--- config.mk ---
export PLATFORM = sky130hd
export DESIGN_NAME = sup_serial_port
export DESIGN_NICKNAME = d
export VERILOG_FILES = /design/src/design/sup_pkg.sv /design/src/design/sup_rate_div.sv /design/src/design/sup_serial_port.sv
export SDC_FILE = /design/constraint.sdc
export NUM_CORES = 1
export LEC_CHECK = 0
export ABC_AREA = 1
export BUFFER_PORTS_ARGS = -buffer_cell sky130_fd_sc_hd__clkbuf_2
export CAP_MARGIN = 20
export CORE_MARGIN = 8
export CORE_UTILIZATION = 40
export DETAILED_ROUTE_END_ITERATION = 6
export PLACE_DENSITY = 0.64
export SYNTH_ARGS = -nofsm -noshare
export SYNTH_HDL_FRONTEND = slang
export SYNTH_SLANG_ARGS = --single-unit
--- constraint.sdc ---
create_clock -name pclk -period 4.7 [get_ports pclk]
set_input_delay 0.235 -clock pclk [delete_from_list [all_inputs] [get_ports pclk]]
set_output_delay 0.235 -clock pclk [all_outputs]
set_load 0.02 [all_outputs]
--- src/design/sup_pkg.sv ---
package sup_pkg;

    // Register indices as printed; the byte address is four times the index.
    localparam logic [7:0]  SUP_IDX_POWER      = 8'h87;
    localparam logic [7:0]  SUP_IDX_OPTION     = 8'h94;
    localparam logic [7:0]  SUP_IDX_CONTROL    = 8'h98;
    localparam logic [7:0]  SUP_IDX_BUFFER     = 8'h99;
    localparam logic [7:0]  SUP_IDX_BAUD       = 8'hB0;
    localparam logic [11:0] SUP_ADDR_POWER     = {2'h0, SUP_IDX_POWER, 2'h0};
    localparam logic [11:0] SUP_ADDR_OPTION    = {2'h0, SUP_IDX_OPTION, 2'h0};
    localparam logic [11:0] SUP_ADDR_CONTROL   = {2'h0, SUP_IDX_CONTROL, 2'h0};
    localparam logic [11:0] SUP_ADDR_BUFFER    = {2'h0, SUP_IDX_BUFFER, 2'h0};
    localparam logic [11:0] SUP_ADDR_BAUD      = {2'h0, SUP_IDX_BAUD, 2'h0};

    // Field positions.
    localparam int unsigned SUP_PC_DOUBLER     = 7;
    localparam int unsigned SUP_OPT_ONE_WIRE   = 7;
    localparam int unsigned SUP_SC_MODE_HI     = 7;
    localparam int unsigned SUP_SC_MODE_LO     = 6;
    localparam int unsigned SUP_SC_MP_FILTER   = 5;
    localparam int unsigned SUP_SC_RX_ENABLE   = 4;
    localparam int unsigned SUP_SC_TX_NINTH    = 3;
    localparam int unsigned SUP_SC_RX_NINTH    = 2;
    localparam int unsigned SUP_SC_TX_DONE     = 1;
    localparam int unsigned SUP_SC_RX_DONE     = 0;
    localparam int unsigned SUP_BC_SOURCE      = 31;
    localparam logic [7:0]  SUP_PC_RW_MASK     = 8'h8F;

    // Values after reset.
    localparam logic [7:0]  SUP_POWER_RST      = 8'h00;
    localparam logic [7:0]  SUP_OPTION_RST     = 8'h00;
    localparam logic [7:0]  SUP_CONTROL_RST    = 8'h00;
    localparam logic [7:0]  SUP_BUFFER_RST     = 8'h00;
    localparam logic [31:0] SUP_BAUD_RST       = 32'h0000_0000;

    // Mode select codes.
    localparam logic [1:0]  SUP_MODE_SHIFT     = 2'h0;
    localparam logic [1:0]  SUP_MODE_VAR8      = 2'h1;
    localparam logic [1:0]  SUP_MODE_FIXED9    = 2'h2;
    localparam logic [1:0]  SUP_MODE_VAR9      = 2'h3;

    // Cycle counts. The oversampling tick runs at sixteen times the bit rate.
    localparam int unsigned SUP_RATE_W         = 18;
    localparam logic [3:0]  SUP_OVS_LAST       = 4'hF;
    localparam logic [3:0]  SUP_OVS_MID        = 4'h7;
    localparam logic [17:0] SUP_FIXED_PERIOD   = 18'h00004;
    localparam logic [17:0] SUP_FIXED_PER_DBL  = 18'h00002;
    localparam logic [8:0]  SUP_T1_SPAN        = 9'h100;
    localparam logic [17:0] SUP_T2_SPAN2       = 18'h20000;
    localparam logic [3:0]  SUP_LAST_8BIT      = 4'h9;
    localparam logic [3:0]  SUP_LAST_9BIT      = 4'hA;
    localparam logic [3:0]  SUP_LAST_DATA      = 4'h8;
    localparam logic [2:0]  SUP_SHIFT_LAST     = 3'h7;

    typedef enum logic [1:0] {SUP_SR_IDLE, SUP_SR_TX, SUP_SR_RX} sup_shift_state_t;
    typedef enum logic {SUP_AS_IDLE, SUP_AS_BITS} sup_async_state_t;

endpackage

--- src/design/sup_rate_div.sv ---
`timescale 1ns/1ps
`default_nettype none

// Free running divider; a period change takes effect at the next wrap at the latest.
module sup_rate_div #(
    parameter int unsigned WIDTH = 18
) (
    // Clock and reset
    input  wire logic             pclk,
    input  wire logic             presetn,
    // Rate
    input  wire logic [WIDTH-1:0] period,
    output logic                  tick
);

    logic [WIDTH-1:0] count_reg;
    logic             wrap;

    assign wrap = (count_reg >= (period - WIDTH'(1)));
    assign tick = wrap;

    always_ff @(posedge pclk or negedge presetn) begin
        if (!presetn) begin
            count_reg <= '0;
        end else if (wrap) begin
            count_reg <= '0;
        end else begin
            count_reg <= count_reg + WIDTH'(1);
        end
    end

endmodule

`default_nettype wire

--- src/design/sup_serial_port.sv ---
`timescale 1ns/1ps
`default_nettype none

// Function
// RULE_01: Mode 00 is an 8-bit shift register at half the system clock.
// RULE_02: Mode 01 is an 8-bit asynchronous UART at a timer derived rate.
// RULE_03: Mode 10 is a 9-bit asynchronous UART at clock over 32 or 64.
// RULE_04: Mode 11 is a 9-bit asynchronous UART at a timer derived rate.
// RULE_05: In 9-bit modes with filter set, ninth bit zero raises no receive flag.
// RULE_06: In mode 01 with filter set, receive flag needs a valid stop bit.
// RULE_07: Software keeps the filter bit zero in shift register mode.
// RULE_08: Reception happens only while the receive enable bit is one; mode 00 finishes a started reception even if the bit is cleared.
// RULE_09: In 9-bit modes the transmit ninth bit control is sent as bit nine.
// RULE_10: Received ninth bit is stored; in mode 01 with filter clear, the stop bit.
// RULE_11: Transmit flag sets after bit eight in mode 00, else at stop start; sticky.
// RULE_12: Receive flag sets after bit eight in mode 00, else at stop sample; sticky.
// RULE_13: Buffer writes feed transmit, reads return receive; separate storage.
// RULE_14: One-wire select puts transmit and receive on one shared pin.
// RULE_15: Doubler doubles the rate in timer 1 variable modes and fixed mode.
// RULE_16: Timer 1 rate is (doubler+1) clock over 64 times (256 minus reload).
// RULE_17: Timer 2 rate is clock over 32 times (65536 minus 16-bit reload).
// RULE_18: Fixed 9-bit rate is (doubler+1) times clock over 64.
// RULE_19: Frames are start low, data LSB first, stop high; idle line high.
// RULE_20: Control, option, power and data bits are zero after reset.
module sup_serial_port
    import sup_pkg::*;
(
    // Clock and reset
    input  wire logic        pclk,
    input  wire logic        presetn,
    // APB slave
    input  wire logic        psel,
    input  wire logic        penable,
    input  wire logic        pwrite,
    input  wire logic [11:0] paddr,
    input  wire logic [31:0] pwdata,
    input  wire logic [3:0]  pstrb,
    output logic             pready,
    output logic [31:0]      prdata,
    output logic             pslverr,
    // Transmit pin (serial out, shift clock in mode 00)
    output logic             txd_out,
    output logic             txd_oe,
    // Receive pin (data in mode 00, shared line in one-wire mode)
    input  wire logic        rxd_in,
    output logic             rxd_out,
    output logic             rxd_oe
);

    logic [7:0]       power_control_reg;
    logic [7:0]       misc_option_reg;
    logic [7:0]       serial_control_reg;
    logic [7:0]       rx_buffer_reg;
    logic [31:0]      baud_config_reg;
    logic [31:0]      prdata_reg;
    logic             pslverr_reg;
    logic             rx_meta_reg, rx_sync_reg, rx_prev_reg;
    sup_shift_state_t sr_state_reg;
    logic             sr_phase_reg;
    logic [2:0]       sr_count_reg;
    logic [7:0]       sr_shift_reg;
    sup_async_state_t tx_state_reg, rx_state_reg;
    logic [3:0]       tx_tick_reg, tx_index_reg, tx_last_reg;
    logic [10:0]      tx_shift_reg;
    logic [3:0]       rx_tick_reg, rx_index_reg;
    logic [7:0]       rx_shift_reg;
    logic             rx_ninth_reg;

    logic [1:0]       mode;
    logic             shift_mode, nine_bit, doubler, one_wire;
    logic             mp_filter, rx_enable, tb8, ti, ri;
    logic             setup, access_wr, mapped;
    logic             wr_power, wr_option, wr_control, wr_buffer, wr_baud;
    logic [31:0]      rdata_next;
    logic [8:0]       t1_span;
    logic [17:0]      rate_period;
    logic             ovs_tick;
    logic             tx_load, tx_bit_end, tx_enter_stop, tx_line;
    logic             sr_done, rx_start_edge, rx_sample, rx_stop_evt;
    logic             rx_last_bit, rx_accept, ti_set, ri_set;
    logic [7:0]       serial_control_next;

    assign mode       = serial_control_reg[SUP_SC_MODE_HI:SUP_SC_MODE_LO];
    assign shift_mode = (mode == SUP_MODE_SHIFT);
    assign nine_bit   = mode[1];
    assign doubler    = power_control_reg[SUP_PC_DOUBLER];
    assign one_wire   = misc_option_reg[SUP_OPT_ONE_WIRE];
    assign mp_filter  = serial_control_reg[SUP_SC_MP_FILTER];
    assign rx_enable  = serial_control_reg[SUP_SC_RX_ENABLE];
    assign tb8        = serial_control_reg[SUP_SC_TX_NINTH];
    assign ti         = serial_control_reg[SUP_SC_TX_DONE];
    assign ri         = serial_control_reg[SUP_SC_RX_DONE];

    // Zero wait states: read data is captured in the setup cycle.
    assign pready    = 1'b1;
    assign prdata    = prdata_reg;
    assign pslverr   = pslverr_reg;
    assign setup     = psel && !penable;
    assign access_wr = psel && penable && pwrite && !pslverr_reg;
    assign wr_power   = access_wr && (paddr == SUP_ADDR_POWER) && pstrb[0];
    assign wr_option  = access_wr && (paddr == SUP_ADDR_OPTION) && pstrb[0];
    assign wr_control = access_wr && (paddr == SUP_ADDR_CONTROL) && pstrb[0];
    assign wr_buffer  = access_wr && (paddr == SUP_ADDR_BUFFER) && pstrb[0];
    assign wr_baud    = access_wr && (paddr == SUP_ADDR_BAUD);

    always_comb begin
        mapped     = 1'b1;
        rdata_next = 32'h0000_0000;
        case (paddr)
            SUP_ADDR_POWER:   rdata_next[7:0] = power_control_reg;
            SUP_ADDR_OPTION:  rdata_next[7:0] = misc_option_reg;
            SUP_ADDR_CONTROL: rdata_next[7:0] = serial_control_reg;
            SUP_ADDR_BUFFER:  rdata_next[7:0] = rx_buffer_reg; // RULE_13
            SUP_ADDR_BAUD:    rdata_next      = baud_config_reg;
            default:          mapped          = 1'b0;
        endcase
    end

    always_ff @(posedge pclk or negedge presetn) begin
        if (!presetn) begin
            prdata_reg  <= 32'h0000_0000;
            pslverr_reg <= 1'b0;
        end else if (setup) begin
            prdata_reg  <= pwrite ? 32'h0000_0000 : rdata_next;
            pslverr_reg <= !mapped;
        end
    end

    // Register writes; unwritten power bits 6..4 stay zero.
    always_ff @(posedge pclk or negedge presetn) begin
        if (!presetn) begin
            power_control_reg <= SUP_POWER_RST; // RULE_20
            misc_option_reg   <= SUP_OPTION_RST;
            baud_config_reg   <= SUP_BAUD_RST;
        end else begin
            if (wr_power) begin
                power_control_reg <= pwdata[7:0] & SUP_PC_RW_MASK;
            end
            if (wr_option) begin
                misc_option_reg <= pwdata[7:0];
            end
            for (int i = 0; i < 4; i++) begin
                if (wr_baud && pstrb[i]) begin
                    baud_config_reg[i*8 +: 8] <= pwdata[i*8 +: 8];
                end
            end
        end
    end

    // Rate source: fixed mode, or the timer 1 / timer 2 reload values.
    always_comb begin
        t1_span = SUP_T1_SPAN - {1'b0, baud_config_reg[7:0]};
        if (mode == SUP_MODE_FIXED9) begin
            rate_period = doubler ? SUP_FIXED_PER_DBL : SUP_FIXED_PERIOD; // RULE_03 RULE_18 RULE_15
        end else if (baud_config_reg[SUP_BC_SOURCE]) begin
            rate_period = SUP_T2_SPAN2 - {1'b0, baud_config_reg[23:8], 1'b0}; // RULE_17
        end else if (doubler) begin
            rate_period = {8'h00, t1_span, 1'b0}; // RULE_16 RULE_15
        end else begin
            rate_period = {7'h00, t1_span, 2'h0}; // RULE_16
        end
    end

    sup_rate_div #(
        .WIDTH (SUP_RATE_W)
    ) u_rate (
        .pclk    (pclk),
        .presetn (presetn),
        .period  (rate_period),
        .tick    (ovs_tick)
    );

    // Pin synchroniser; the edge detector compares the second and third stages.
    always_ff @(posedge pclk or negedge presetn) begin
        if (!presetn) begin
            rx_meta_reg <= 1'b1;
            rx_sync_reg <= 1'b1;
            rx_prev_reg <= 1'b1;
        end else begin
            rx_meta_reg <= rxd_in;
            rx_sync_reg <= rx_meta_reg;
            rx_prev_reg <= rx_sync_reg;
        end
    end

    // Shift register mode: each bit is one low and one high clock cycle.
    assign sr_done = (sr_state_reg != SUP_SR_IDLE) && sr_phase_reg
                     && (sr_count_reg == SUP_SHIFT_LAST);

    always_ff @(posedge pclk or negedge presetn) begin
        if (!presetn) begin
            sr_state_reg <= SUP_SR_IDLE;
            sr_phase_reg <= 1'b0;
            sr_count_reg <= 3'h0;
            sr_shift_reg <= 8'h00;
        end else if (!shift_mode) begin
            sr_state_reg <= SUP_SR_IDLE;
        end else begin
            case (sr_state_reg)
                SUP_SR_IDLE: begin
                    sr_phase_reg <= 1'b0;
                    sr_count_reg <= 3'h0;
                    if (wr_buffer) begin
                        sr_state_reg <= SUP_SR_TX;
                        sr_shift_reg <= pwdata[7:0];
                    end else if (rx_enable && !ri) begin
                        sr_state_reg <= SUP_SR_RX; // RULE_08
                    end
                end
                SUP_SR_TX, SUP_SR_RX: begin
                    sr_phase_reg <= !sr_phase_reg; // RULE_01
                    if (sr_phase_reg) begin
                        sr_count_reg <= sr_count_reg + 3'h1;
                        sr_shift_reg <= {rx_sync_reg, sr_shift_reg[7:1]};
                        if (sr_done) begin
                            sr_state_reg <= SUP_SR_IDLE;
                        end
                    end
                end
                default: sr_state_reg <= SUP_SR_IDLE;
            endcase
        end
    end

    // Asynchronous transmitter; a buffer write while busy is ignored.
    assign tx_load       = wr_buffer && !shift_mode && (tx_state_reg == SUP_AS_IDLE);
    assign tx_bit_end    = (tx_state_reg == SUP_AS_BITS) && ovs_tick
                           && (tx_tick_reg == SUP_OVS_LAST);
    assign tx_enter_stop = tx_bit_end && ((tx_index_reg + 4'h1) == tx_last_reg);
    assign tx_line       = (tx_state_reg == SUP_AS_BITS) ? tx_shift_reg[0] : 1'b1; // RULE_19

    always_ff @(posedge pclk or negedge presetn) begin
        if (!presetn) begin
            tx_state_reg <= SUP_AS_IDLE;
            tx_tick_reg  <= 4'h0;
            tx_index_reg <= 4'h0;
            tx_last_reg  <= SUP_LAST_8BIT;
            tx_shift_reg <= 11'h7FF;
        end else begin
            case (tx_state_reg)
                SUP_AS_IDLE: begin
                    if (tx_load) begin
                        tx_state_reg <= SUP_AS_BITS;
                        tx_tick_reg  <= 4'h0;
                        tx_index_reg <= 4'h0;
                        tx_last_reg  <= nine_bit ? SUP_LAST_9BIT : SUP_LAST_8BIT; // RULE_02 RULE_04
                        tx_shift_reg <= {1'b1, nine_bit ? tb8 : 1'b1, pwdata[7:0], 1'b0}; // RULE_09 RULE_19
                    end
                end
                SUP_AS_BITS: begin
                    if (ovs_tick) begin
                        tx_tick_reg <= tx_tick_reg + 4'h1;
                    end
                    if (tx_bit_end) begin
                        if (tx_index_reg == tx_last_reg) begin
                            tx_state_reg <= SUP_AS_IDLE;
                        end else begin
                            tx_index_reg <= tx_index_reg + 4'h1;
                            tx_shift_reg <= {1'b1, tx_shift_reg[10:1]};
                        end
                    end
                end
                default: tx_state_reg <= SUP_AS_IDLE;
            endcase
        end
    end

    // Asynchronous receiver, sampling at the middle of each bit.
    // In one-wire mode the receiver ignores the line while we transmit on it.
    assign rx_start_edge = rx_prev_reg && !rx_sync_reg
                           && !(one_wire && (tx_state_reg == SUP_AS_BITS)); // RULE_14
    assign rx_sample     = (rx_state_reg == SUP_AS_BITS) && ovs_tick
                           && (rx_tick_reg == SUP_OVS_MID);
    assign rx_last_bit   = nine_bit ? (rx_index_reg == SUP_LAST_9BIT)
                                    : (rx_index_reg == SUP_LAST_8BIT);
    assign rx_stop_evt   = rx_sample && rx_last_bit;

    always_comb begin
        if (nine_bit) begin
            rx_accept = rx_stop_evt && (!mp_filter || rx_ninth_reg); // RULE_05
        end else begin
            rx_accept = rx_stop_evt && (!mp_filter || rx_sync_reg); // RULE_06
        end
    end

    always_ff @(posedge pclk or negedge presetn) begin
        if (!presetn) begin
            rx_state_reg <= SUP_AS_IDLE;
            rx_tick_reg  <= 4'h0;
            rx_index_reg <= 4'h0;
            rx_shift_reg <= 8'h00;
            rx_ninth_reg <= 1'b0;
        end else if (!rx_enable || shift_mode) begin
            rx_state_reg <= SUP_AS_IDLE; // RULE_08
        end else begin
            case (rx_state_reg)
                SUP_AS_IDLE: begin
                    rx_tick_reg  <= 4'h0;
                    rx_index_reg <= 4'h0;
                    if (rx_start_edge) begin
                        rx_state_reg <= SUP_AS_BITS;
                    end
                end
                SUP_AS_BITS: begin
                    if (ovs_tick) begin
                        rx_tick_reg <= rx_tick_reg + 4'h1;
                    end
                    if (rx_sample) begin
                        rx_index_reg <= rx_index_reg + 4'h1;
                        // A start bit that is high again at mid-bit was a glitch.
                        if ((rx_index_reg == 4'h0 && rx_sync_reg) || rx_last_bit) begin
                            rx_state_reg <= SUP_AS_IDLE;
                        end
                        if (rx_index_reg != 4'h0 && rx_index_reg <= SUP_LAST_DATA) begin
                            rx_shift_reg <= {rx_sync_reg, rx_shift_reg[7:1]}; // RULE_19
                        end
                        if (rx_index_reg == SUP_LAST_8BIT) begin
                            rx_ninth_reg <= rx_sync_reg;
                        end
                    end
                end
                default: rx_state_reg <= SUP_AS_IDLE;
            endcase
        end
    end

    // Flags: a hardware set wins over a software write in the same cycle.
    assign ti_set = tx_enter_stop || (sr_done && sr_state_reg == SUP_SR_TX); // RULE_11
    assign ri_set = rx_accept || (sr_done && sr_state_reg == SUP_SR_RX); // RULE_12

    always_comb begin
        serial_control_next = wr_control ? pwdata[7:0] : serial_control_reg;
        if (rx_accept) begin
            serial_control_next[SUP_SC_RX_NINTH] = nine_bit ? rx_ninth_reg : rx_sync_reg; // RULE_10
        end
        if (ti_set) begin
            serial_control_next[SUP_SC_TX_DONE] = 1'b1;
        end
        if (ri_set) begin
            serial_control_next[SUP_SC_RX_DONE] = 1'b1;
        end
    end

    always_ff @(posedge pclk or negedge presetn) begin
        if (!presetn) begin
            serial_control_reg <= SUP_CONTROL_RST; // RULE_20
            rx_buffer_reg      <= SUP_BUFFER_RST;
        end else begin
            serial_control_reg <= serial_control_next;
            if (rx_accept) begin
                rx_buffer_reg <= rx_shift_reg; // RULE_13
            end else if (sr_done && sr_state_reg == SUP_SR_RX) begin
                rx_buffer_reg <= {rx_sync_reg, sr_shift_reg[7:1]};
            end
        end
    end

    // Pins. The shift clock idles high; one-wire mode moves the line to the receive pin.
    always_comb begin
        if (shift_mode) begin
            txd_out = (sr_state_reg == SUP_SR_IDLE) ? 1'b1 : sr_phase_reg; // RULE_01
            txd_oe  = 1'b1;
            rxd_out = sr_shift_reg[0];
            rxd_oe  = (sr_state_reg == SUP_SR_TX);
        end else begin
            txd_out = tx_line;
            txd_oe  = !one_wire; // RULE_14
            rxd_out = tx_line;
            rxd_oe  = one_wire && (tx_state_reg == SUP_AS_BITS); // RULE_14
        end
    end

    shift_clock_a: assert property (@(posedge pclk) disable iff (!presetn) // RULE_01
        (shift_mode && sr_state_reg != SUP_SR_IDLE && !sr_phase_reg) |=> txd_out)
        else $error("shift clock not high in second half of bit");

    ninth_filter_a: assert property (@(posedge pclk) disable iff (!presetn) // RULE_05
        (rx_stop_evt && nine_bit && mp_filter && !rx_ninth_reg && !ri && !wr_control)
        |=> !ri)
        else $error("receive flag raised for filtered address frame");

    stop_filter_a: assert property (@(posedge pclk) disable iff (!presetn) // RULE_06
        (rx_stop_evt && mode == SUP_MODE_VAR8 && mp_filter && !rx_sync_reg && !ri
         && !wr_control) |=> !ri)
        else $error("receive flag raised without valid stop bit");

    rx_disabled_a: assert property (@(posedge pclk) disable iff (!presetn) // RULE_08
        !rx_enable |=> (rx_state_reg == SUP_AS_IDLE) && !rx_accept)
        else $error("receiver active while disabled");

    ninth_tx_a: assert property (@(posedge pclk) disable iff (!presetn) // RULE_09
        (tx_load && nine_bit) |=> (tx_shift_reg[9] == $past(tb8)) && (tx_last_reg == SUP_LAST_9BIT))
        else $error("ninth transmit bit does not follow control");

    tx_flag_a: assert property (@(posedge pclk) disable iff (!presetn) // RULE_11
        tx_enter_stop |=> ti && tx_line)
        else $error("transmit flag missing at stop bit start");

    rx_flag_a: assert property (@(posedge pclk) disable iff (!presetn) // RULE_12
        rx_accept |=> ri && (rx_buffer_reg == $past(rx_shift_reg)))
        else $error("receive flag or data missing after accepted frame");

    buffer_split_a: assert property (@(posedge pclk) disable iff (!presetn) // RULE_13
        (wr_buffer && !rx_accept && !sr_done) |=> $stable(rx_buffer_reg))
        else $error("buffer write disturbed receive data");

    one_wire_a: assert property (@(posedge pclk) disable iff (!presetn) // RULE_14
        (one_wire && !shift_mode) |-> !txd_oe && (rxd_oe == (tx_state_reg == SUP_AS_BITS)))
        else $error("one-wire pin drive wrong");

    fixed_rate_a: assert property (@(posedge pclk) disable iff (!presetn) // RULE_18
        (ovs_tick && mode == SUP_MODE_FIXED9 && !doubler && !wr_control && !wr_power)
        |=> !ovs_tick [*3] ##1 ovs_tick)
        else $error("fixed mode oversampling period wrong");

endmodule

`default_nettype wire

==> results.cfg <==
[status]
status = completed

[clock_network]
clkSlewWorstSetupHoldPaths_ns = 0.07
post_cts_buffers = 0
cts_tree = built
cts_hold_buf = 2
clockBufferDepth = 2
clk_latency_ns = 0.43
h-tree-depth = 4
cts_resized = 0
cts.sinks = 168
cts-buffers-inserted = 17
clockRootBuffer = clkbuf_16

[final_layout]
antennaDiodeCount = 0
drive_gt1_frac = 0.1567
register_area_um2 = 4222
stdcell_area_um2 = 10810
fillerInstances = 2316
multiInputGateArea_um2 = 4602
nNetsFinal = 1352
fin_util = 0.4633
syn2layout_area_growth_pct = 14.36
final_cells = 1595

[placement]
gp_congestion = 0.8760
place_inst = 1562
port-buffer-count = 90
dp_hpwl_mm = 17.74
dpl-instance-area_um2 = 10220

[logic_synthesis]
avgSynthCellArea_um2 = 8.037
synth_top_cells_by_count = nand2_1, dfrtp_1, inv_1
synthCells = 1176
synth_nets = 1264
yosysWarnings = 0
netlist_area_um2 = 9452
yosysTopAreaCell = dfrtp_1
ys_ff_latch = 168
synth_cell_type_count = 51
ys_async_sr_fraction = 1.000
synthFlopType = dfrtp_1
synth_edf_count = 0
synthTopCellsByArea = dfrtp_1, nand2_1, nand3_1, inv_1, o21ai_0
ys_seq_area_frac = 0.4467
yosysMostFrequentCell = nand2_1
synth.top_cell.area_share = 0.4077

[job]
maxCapViolCount = 0

[timing]
hold_viol_final = 0
hold_slack_ns = 0.03501
setup_tns_ns = 0
max_freq_mhz = 236.9
slew_headroom = 0.3024
rsz0062_at_grt = no
clock_skew_ns = 0.01310
finalSetupViolCount = 0
period_minus_slack_ns = 4.222
fin_crit_sh = 0.8983
report.final.slew_viol_count = 0
worst_pin_slew_ns = 1.043

[grt]
busiest_layer = met2
antenna_found_initial = 0
grt_first_pass_wirelength_mm = 39.68
grt_pass1_vias = 7947
met3_usage = 0.03419
met1_usage = 0.2197
gr-usage-met2 = 0.2777
grt_max_degree = 73
grt_remaining_overflow = 0
track_usage = 0.1694

[drt]
totalWireLength_mm = 23.86
num_vias = 8174
drt_iter0_markers = 552
firstDrtPassIters = 5
detail-route-antenna-nets = 0
drc = 0
viasPerCell = 5.125
wl_per_cell_um = 14.96

[min_path]
hold_path_class = in2reg
whs_endpoint = baud_config_reg[29]$_DFFE_PN0P_
min_path_cells = 2
holdCritStartpoint = pwdata[29]

[worst_setup_path]
critical_path_class = reg2reg
critPathRequiredTime_ns = 5.00
rr_startpoint = baud_config_reg[0]$_DFFE_PN0P_
worstReg2RegEnd = rx_shift_reg[4]$_DFFE_PN0P_
r2r_slack_ns = 0.48
reg2regPathDepth = 25
critPathLaunchType = register
endpoint_kind = register
cp.arrival_ns = 4.52
cp_max_fo = 15

[floorplanning]
die_h_um = 169.7
die-width_um = 169.7
fp.coreArea_um2 = 23330
start_util = 0.4051
dieArea_um2 = 28800
fp-row-count = 56
io_pins = 92

[power]
leakage_uw = 0.005613
worst_ir_drop_vdd_mv = 0.2209
powerDensity_nw_per_um2 = 272.1
[placed cells by master (no fill, tap or decap), types with 3 or more instances in the layout]
master     instances
a21oi_1           30
a32o_1            24
buf_4              6
clkbuf_1           4
clkbuf_16         17
clkbuf_2          89
clkinv_1           3
dfrtp_1          154
dfstp_2           14
ha_1              34
inv_1            123
inv_2              4
mux2_2            25
nand2_1          293
nand2_2            5
nand3_1          112
nand4_1           21
nor2_1            95
nor2_2             7
nor2_4             4
nor3_1            19
nor3_2             3
nor3b_1            3
o211ai_1           5
o21ai_0           90
o21ai_1           21
o22ai_1            5
or2_2              4
xnor2_1            9
xor2_1            16
[report_power, final]
group	leakage, uW	internal [uW]	switching, uW	total [uW]
clock	0.000273	801	587	1390
combinational	0.00316	28.9	70.9	99.8
sequential	0.00218	1450	2.74	1450
[how the worst max path moves through the flow]
stage / end / slack (ns) / startpoint
6_report: rx_shift_reg[4]$_DFFE_PN0P_ / 0.48 / baud_config_reg[0]$_DFFE_PN0P_
3_3_place_gp: rx_shift_reg[6]$_DFFE_PN0P_ / 0.66 / baud_config_reg[0]$_DFFE_PN0P_
4_1_cts: rx_shift_reg[4]$_DFFE_PN0P_ / 0.48 / baud_config_reg[0]$_DFFE_PN0P_
3_5_place_dp: rx_shift_reg[4]$_DFFE_PN0P_ / 0.49 / baud_config_reg[0]$_DFFE_PN0P_
2_1_floorplan: rx_shift_reg[7]$_DFFE_PN0P_ / 1.15 / baud_config_reg[0]$_DFFE_PN0P_
5_1_grt: rx_shift_reg[2]$_DFFE_PN0P_ / 0.05 / baud_config_reg[0]$_DFFE_PN0P_
[critical path, stage by stage (launching register included)]
cell	delay [ns]
dfrtp_1	0.44
inv_1	0.15
ha_1	0.35
nand2_1	0.06
o21ai_0	0.08
nand2_1	0.08
nand2_1	0.06
nand2_1	0.12
ha_1	0.20
nand3_1	0.09
nor2_2	0.16
nand3_1	0.16
nor2_2	0.15
nand2_2	0.08
o21ai_1	0.12
nand2_1	0.07
ha_1	0.29
nand2_1	0.07
nor3_1	0.25
nand4_1	0.17
nand3_2	0.18
nand2_1	0.10
inv_1	0.13
nand2_1	0.28
nor2_1	0.19
a21oi_1	0.05
[layer usage]
metal	vias to the layer above	routed length (um)
met5	-	0
met4	0	480
met3	42	1276
met2	210	11220
met1	3836	10880
li1	4086	-
[area by class of cell]
cell class / instances / share of cell area
clock buffers: 22 / 0.04202
clock inverters: 9 / 0.01088
well taps: 319 / 0.03693
flip-flops and latches: 168 / 0.3906
inverters: 131 / 0.04561
repair buffers: 98 / 0.04827
multi-input cells: 848 / 0.4257
[cell families after synthesis]
kind of cell,synth area share
other,0.0003968
xor gates and xnor gates,0.02317
AOI/OAI and AO/OA,0.1145
and+or+nand+nor,0.2738
buffers and inverters,0.06672
muxes,0.02979
adders and majority gates,0.04501
DFF,0.4467
[stage by stage]
step / worst slack (ns) / power, uW
2_1_floorplan: 1.153 / 1511
3_3_place_gp: 0.6609 / 1581
3_5_place_dp: 0.4864 / 1581
4_1_cts: 0.4754 / 2967
5_1_grt: 0.04615 / 3036
6_report: 0.4780 / 2941
No activity file was read; power rests on OpenSTA's default activity.
